`config.mk`:
```
export PLATFORM = sky130hd
export DESIGN_NAME = updown_counter4
export DESIGN_NICKNAME = d
export VERILOG_FILES = /design/src/pkg/updown_pkg.sv /design/src/hw/pin_sync2.sv /design/src/hw/updown_counter4.sv
export SDC_FILE = /design/constraint.sdc
export NUM_CORES = 1
export LEC_CHECK = 0
export BUFFER_PORTS_ARGS = -buffer_cell sky130_fd_sc_hd__buf_2
export CELL_PAD_IN_SITES_DETAIL_PLACEMENT = 0
export CELL_PAD_IN_SITES_GLOBAL_PLACEMENT = 2
export CORE_ASPECT_RATIO = 0.5
export CORE_MARGIN = 2
export CORE_UTILIZATION = 33
export CTS_CLUSTER_DIAMETER = 80
export DETAILED_ROUTE_END_ITERATION = 8
export PLACE_DENSITY = 0.79
export SETUP_SLACK_MARGIN = 0.02
export SYNTH_ARGS = -nofsm -noshare
export SYNTH_HDL_FRONTEND = slang
export SYNTH_SLANG_ARGS = --single-unit
```
`constraint.sdc`:
```
create_clock -name clock -period 2.2 [get_ports clock]
set_input_delay 0.22 -clock clock [delete_from_list [all_inputs] [get_ports clock]]
set_output_delay 0.22 -clock clock [all_outputs]
set_load 0.1 [all_outputs]
```
`src/pkg/updown_pkg.sv`:
```
package updown_pkg;

   localparam int unsigned COUNT_W    = 4;
   localparam logic [3:0]  COUNT_ZERO = 4'h0;
   localparam logic [3:0]  COUNT_ONE  = 4'h1;
   localparam logic [3:0]  COUNT_MAX  = 4'hf;

   // pin bundle fed through the synchroniser: up, down, load_n, clear, data
   localparam int unsigned PIN_W      = 8;
   localparam int unsigned PIN_UP     = 7;
   localparam int unsigned PIN_DOWN   = 6;
   localparam int unsigned PIN_LOAD_N = 5;
   localparam int unsigned PIN_ZERO   = 4;
   localparam int unsigned PIN_DATA_L = 0;
   // count inputs idle high, load idle high, clear idle low
   localparam logic [7:0]  PIN_IDLE   = 8'he0;

   localparam logic        IDLE_HIGH  = 1'b1;

   typedef struct packed {
      logic [3:0] count;
      logic       up_prev;
      logic       down_prev;
      logic       borrow_n;
      logic       carry_n;
   } state_t;

   localparam state_t STATE_RESET = '{
      count:     COUNT_ZERO,
      up_prev:   IDLE_HIGH,
      down_prev: IDLE_HIGH,
      borrow_n:  IDLE_HIGH,
      carry_n:   IDLE_HIGH
   };

endpackage

```
`src/hw/pin_sync2.sv`:
```
`timescale 1ns/1ns
module pin_sync2 #(
   parameter int unsigned     WIDTH     = 8,
   parameter logic [WIDTH-1:0] RESET_VAL = '0
) (
   input  wire logic             clock,
   input  wire logic             rst,
   input  wire logic [WIDTH-1:0] pins_in,
   output logic      [WIDTH-1:0] pins_sync
);

   typedef struct packed {
      logic [WIDTH-1:0] first;
      logic [WIDTH-1:0] second;
   } sync_state_t;

   sync_state_t sync_reg;
   sync_state_t sync_next;

   // first stage is read only by the second stage
   always_comb begin
      sync_next.first  = pins_in;
      sync_next.second = sync_reg.first;
   end

   always_ff @(posedge clock) begin
      if (rst) begin
         sync_reg <= '{first: RESET_VAL, second: RESET_VAL};
      end else begin
         sync_reg <= sync_next;
      end
   end

   assign pins_sync = sync_reg.second;

endmodule // pin_sync2

```
`src/hw/updown_counter4.sv`:
```
`timescale 1ns/1ns
module updown_counter4
   import updown_pkg::*;
(
   input  wire logic                        clock,
   input  wire logic                        rst,
   input  wire logic                        count_up,
   input  wire logic                        count_down,
   input  wire logic                        load_n,
   input  wire logic [updown_pkg::COUNT_W-1:0] data_in,
   input  wire logic                        async_zero_input,
   output logic      [updown_pkg::COUNT_W-1:0] count,
   output logic                             borrow_out_n,
   output logic                             carry_out_n
);
   import updown_pkg::*;

   state_t           state_reg;
   state_t           state_next;
   logic [PIN_W-1:0] pins_raw;
   logic [PIN_W-1:0] pins_s;
   logic             up_s;
   logic             down_s;
   logic             load_n_s;
   logic             zero_s;
   logic [3:0]       data_s;
   logic             up_rise;
   logic             down_rise;

   function automatic logic [3:0] step(input logic [3:0] v,
                                       input logic       up);
      logic [3:0] r;
      r = up ? (v + COUNT_ONE) : (v - COUNT_ONE);
      return r;
   endfunction

   assign pins_raw = {count_up, count_down, load_n,
                      async_zero_input, data_in};

   pin_sync2 #(
      .WIDTH     (PIN_W),
      .RESET_VAL (PIN_IDLE)
   ) u_sync (
      .clock     (clock),
      .rst       (rst),
      .pins_in   (pins_raw),
      .pins_sync (pins_s)
   );

   assign up_s     = pins_s[PIN_UP];
   assign down_s   = pins_s[PIN_DOWN];
   assign load_n_s = pins_s[PIN_LOAD_N];
   assign zero_s   = pins_s[PIN_ZERO];
   assign data_s   = pins_s[PIN_DATA_L +: COUNT_W];

   assign up_rise   = up_s & ~state_reg.up_prev;
   assign down_rise = down_s & ~state_reg.down_prev;

   always_comb begin
      state_next           = state_reg;
      state_next.up_prev   = up_s;
      state_next.down_prev = down_s;
      if (zero_s) begin
         state_next.count = COUNT_ZERO;
      end else if (!load_n_s) begin
         state_next.count = data_s;
      end else if (up_rise && !down_rise) begin
         // wraps 15 -> 0 in 4-bit arithmetic
         state_next.count = step(state_reg.count, 1'b1);
      end else if (down_rise && !up_rise) begin
         // wraps 0 -> 15 in 4-bit arithmetic
         state_next.count = step(state_reg.count, 1'b0);
      end else begin
         // idle, or both edges at once, which the driver must avoid
         state_next.count = state_reg.count;
      end
      // low pulses let the next stage count on their rising edge
      state_next.borrow_n = ~((state_next.count == COUNT_ZERO)
                              & ~down_s);
      state_next.carry_n  = ~((state_next.count == COUNT_MAX)
                              & ~up_s);
   end

   always_ff @(posedge clock) begin
      if (rst) begin
         state_reg <= STATE_RESET;
      end else begin
         state_reg <= state_next;
      end
   end

   assign count        = state_reg.count;
   assign borrow_out_n = state_reg.borrow_n;
   assign carry_out_n  = state_reg.carry_n;

   logic past_valid_reg;
   always_ff @(posedge clock) begin
      if (rst) begin
         past_valid_reg <= 1'b0;
      end else begin
         past_valid_reg <= 1'b1;
      end
   end
endmodule // updown_counter4

```
Word-level counts from Yosys, hierarchy flattened:

Index checks and enable logic that the tools add are counted.

* bits in registers: 24
* input bits: 10
* output and inout bits: 6
* logic and storage cells: 29

* add/subtract/negate cells: 2
* equal/unequal tests: 1
* mux-type cells: 4
* bitwise gates (word level): 10
* reduce and logical (&&, ||, !) cells: 5

Operators by type and width (count)
* $mux 4: 4
* $not 1->1: 6
* $add 4x1->4 const B: 1
* $and 1x1->1: 4
* $eq 4x4->1 const B: 1
* $logic_not 4->1: 1
* $sub 4x1->4 const B: 1
* $logic_and 1x1->1: 2
* $logic_not 1->1: 2

Depth between registers and ports, before layout:

* depth after elaboration: 11
* mapped depth: 6
* depth with buffers taken out: 6

Hierarchy:

Synthesis repeated with hierarchy kept, for this count alone.

* cells, all modules: 103
* area total of the unflattened synthesis: 1018.5 um^2

By module, submodules not included
* updown_counter4: instances 1, cells an instance 70, area an instance 579.3 um^2, seq. area each 160.2 um^2
* pin_sync2: instances 1, cells an instance 33, area an instance 439.2 um^2, seq. area each 320.3 um^2

Least setup slack after synthesis:

OpenSTA, ideal clock, no wires.

* kind: flip-flop to flip-flop
* from: register state_reg, in the netlist count[0]
* to: register state_reg, in the netlist carry_out_n
* setup time: 0.134 ns
* data arrival time: 1.835 ns
* required time: 2.066 ns
* setup slack: 0.231 ns
* cell stages (with the launch flop): 6
* buffers on the path: 0
* clock period less this slack: 1.969 ns
* path through: dfxtp_1 inv_1 ha_1 a211o_1 a311o_1 or4_1

* word-level cells in the longest chain between the ends: 8
* elaborated cells on any way between the ends: 9
* those cells by class: add/sub (2); eq/ne (1); mux (4); bitwise (2)

RTL lines
* start: declaration: line updown_counter4.sv:18 `state_t state_reg;`
* start signal: assignment: line updown_counter4.sv:88 `state_reg <= state_next;`
* $sub 4x1->4: line updown_counter4.sv:33 `r = up ? (v + COUNT_ONE) : (v - COUNT_ONE);`
* $mux 4: line updown_counter4.sv:70 `end else if (down_rise && !up_rise) begin`
* $mux 4 *: line updown_counter4.sv:67 `end else if (up_rise && !down_rise) begin`
* $mux 4 *: line updown_counter4.sv:65 `end else if (!load_n_s) begin`
* $mux 4 *: line updown_counter4.sv:63 `if (zero_s) begin`
* $eq 4x4->1 *: line updown_counter4.sv:80 `state_next.carry_n = ~((state_next.count == COUNT_MAX)`
* $and 1x1->1 *: line updown_counter4.sv:81 `& ~up_s);`
* $not 1->1 *: line updown_counter4.sv:80

Mark *: on every way between the ends. The rest lies on a longest branch, timed or not.
A chain may end at the register's enable or synchronous reset.

Worst setup path in the final report:

* from: register u_sync.sync_reg, in the netlist u_sync.pins_sync[6]
* to: register state_reg, in the netlist carry_out_n

* word-level cells in the longest chain between the ends: 9
* elaborated cells on any way between the ends: 11
* those cells by class: eq/ne (1); mux (4); bitwise (3); reduce/logical (3)

RTL lines
* start: declaration: line pin_sync2.sv:17 `sync_state_t sync_reg;`
* start signal: assignment: line pin_sync2.sv:28 `sync_reg <= '{first: RESET_VAL, second: RESET_VAL};`
* start signal: assignment: line pin_sync2.sv:30 `sync_reg <= sync_next;`
* $and 1x1->1 *: line updown_counter4.sv:57 `assign down_rise = down_s & ~state_reg.down_prev;`
* $logic_and 1x1->1 or $logic_not 1->1 (tied branches): line updown_counter4.sv:70, updown_counter4.sv:67
* $mux 4 or $logic_and 1x1->1 (tied branches): line updown_counter4.sv:70, updown_counter4.sv:67
* $mux 4 *: line updown_counter4.sv:67
* $mux 4 *: line updown_counter4.sv:65
* $mux 4 *: line updown_counter4.sv:63
* $eq 4x4->1 *: line updown_counter4.sv:80
* $and 1x1->1 *: line updown_counter4.sv:81
* $not 1->1 *: line updown_counter4.sv:80

Marked as above.

==> results.txt <==
status = finished clean
DRC viols = 0
Final Routed Wirelength = 1800 um
nets = 132
CP Launch Type = register
Post-synth EDFFs = 0
routed vias/inst = 4.45
switching pwr = 215 uW
Ys Warns = 0
sequential share of power = 0.491
ys flop type = dfxtp_1
CP Class = register to register
clock root buffer = clkbuf_8
Synth Area per Inst = 9.48 um^2
fin crit share = 0.900
Sw Ratio = 0.227
routed vias = 708
initial antenna violation count = 0
antenna-violating nets left = 0
# IOs = 16
smallest hold slack = 136 ps
FF+latch count, synth = 24
chip width = 82.4 um
Synth Instances = 107
CTS tree = done
Arrival @ worst endpoint = 2120 ps
Pint = 734 uW
setup_tns = 0 ps
Pwr per Cell Area = 802 nW/um^2
share of layout cells above drive strength 1 = 0.277
worst-path fanout max = 8
synthesized cell area = 1010 um^2
Final Skew = 6.32 ps
area delta synth->final = 16.6%
GR Util All Layers = 0.119
# hold bufs at CTS = 0
Core ar. = 2960 um^2
IO Port Bufs = 15
Ant. Diodes = 0
Lkg Pwr = 0.000494 uW
sequential share of the synthesized area = 0.473
CP required = 2350 ps
post-CTS sizing = 0
Num CTS Buffers = 3
CP Capture Type = register
Layout Utilization = 0.400
CTS clk-pin slew, worst paths = 90 ps
clock latency on the worst-skew pair = 260 ps
HP Class = input pin to register
maximum clock path buffer count = 2
Clock Sinks = 24
Clk network pwr share = 0.400
Starting Density = 0.343
first-pass GRT wire length = 3190 um
Syn Nets = 119
gpl congestion = 0.826
Post-CTS Setup Bufs = 0
depth of the CTS H-tree = 1
FILL cells = 307
Async SR Flop Fraction = 0
Worst slew margin = 0.678
Hold Vio Cnt, Final = 0
vias in the first global route = 694
grt ovf = 0
Max VDD drop = 0.289 mV
Wirelength per Cell = 11.3 um
pre-CTS WS = 45.2 ps
RSZ-0062 raised after global routing = no
Setup-failing EPs final = 0
initial drt markers = 32
final worst slack = 221 ps
maxcap violations = 0
Logic pwr share = 0.109
DRT Pass-1 Iters = 3
min Tclk post-route = 1980 ps
fmax = 505 MHz
pin count of the biggest net entering global routing = 23
die area = 3560 um^2
DP Wirelength = 1330 um
Core Rows = 14
post-synth cell types = 36
Worst-Margin Slew = 487 ps
max-slew violations = 0
chip height = 43.2 um
path summary, 6_finish.rpt:
kind                                          start                  end  slack [ps]  depth (start not counted)
worst min register to register  u_sync.sync_next[5]  u_sync.pins_sync[5]         410                          1
worst max register to register  u_sync.pins_sync[6]          carry_out_n         220                          5
worst min-delay path                         load_n  u_sync.sync_next[5]         140                          2
worst max-delay path            u_sync.pins_sync[6]          carry_out_n         220                          5
power groups by stage:
| stage | clock network (uW) | registers [uW] | logic [uW] |
|---|---|---|---|
| detailed placement | 0 | 476 | 102 |
| global route | 412 | 470 | 113 |
| finish | 380 | 466 | 103 |
| floorplan | 0 | 475 | 82.6 |
| global placement | 0 | 476 | 103 |
| CTS | 393 | 466 | 103 |
cells in the mapped netlist (2+ instances only):
cell / count / area share
and3_1: 2 / 0.012
buf_4: 4 / 0.030
clkbuf_1: 4 / 0.015
dfxtp_1: 24 / 0.47
ha_1: 2 / 0.025
inv_1: 4 / 0.015
mux2i_1: 2 / 0.020
nand2_1: 3 / 0.011
nand4_1: 3 / 0.018
nor2_1: 12 / 0.044
nor2b_1: 12 / 0.074
nor3_1: 4 / 0.020
nor3b_1: 2 / 0.015
o21ai_0: 2 / 0.0099
or2_2: 6 / 0.037
metrics by stage:
step           instances  total power [uW]  area [um^2]
6_report             159               949         1180
5_1_grt              159               994         1180
4_1_cts              159               961         1170
3_5_place_dp         155               578         1100
3_3_place_gp         155               578         1100
2_1_floorplan        107               558         1010
critical path, stage by stage (launching register included):
cell and delay, ps:
dfxtp_1 350, nor2b_4 250, nand2_4 80, a211o_1 290, a311o_1 370, or4_1 520
layout make-up:
class / count / area (um^2) / share of cell area
Tap cell: 40 / 50.0 / 0.0423
Clock buffer: 3 / 41.3 / 0.0349
Sequential cell: 24 / 482 / 0.407
Timing Repair Buffer: 17 / 90.1 / 0.0761
Multi-Input combinational cell: 70 / 475 / 0.402
Clock inverter: 1 / 30.0 / 0.0254
Inverter: 4 / 15.0 / 0.0127
placed cells by master (no fill, tap or decap):
cell / instances
dfxtp_1: 23
buf_2: 15
nor2b_1: 12
nor2_1: 12
or2_2: 6
inv_1: 4
nor3_1: 4
nand2_1: 3
nand4_1: 3
clkbuf_8: 3
mux2i_1: 2
and3_1: 2
nor3b_1: 2
o21ai_0: 2
ha_1: 2
buf_4: 2
a211oi_1: 1
nand2b_4: 1
nor2b_4: 1
nand2_4: 1
or2b_1: 1
nand3_1: 1
o41ai_2: 1
o211ai_1: 1
a211o_1: 1
a311o_1: 1
xnor2_1: 1
nand2b_1: 1
a2111o_1: 1
nand3b_1: 1
nor4b_1: 1
and4b_1: 1
mux2_2: 1
or3_1: 1
a31oi_1: 1
or4_1: 1
bufinv_16: 1
dfxtp_2: 1
logic make-up (layout without fill, tap and decap cells):
group	count (synthesis)	count (layout)	share of synthesized area
simple gates	55	55	0.323
flops	24	24	0.473
buf+inv	13	25	0.0703
compound gates	9	9	0.0691
mux	3	3	0.0308
fa+ha+maj	2	2	0.0247
xor+xnor	1	1	0.00863
metal layers:
metal  vias up  wire length, um  GRT usage
li1        379                -          -
met1       312              986      0.168
met2        15              716      0.171
met3         2               79     0.0319
met4         0               14     0.0467
met5         -                0          0
No activity file was read; power rests on OpenSTA's default activity.
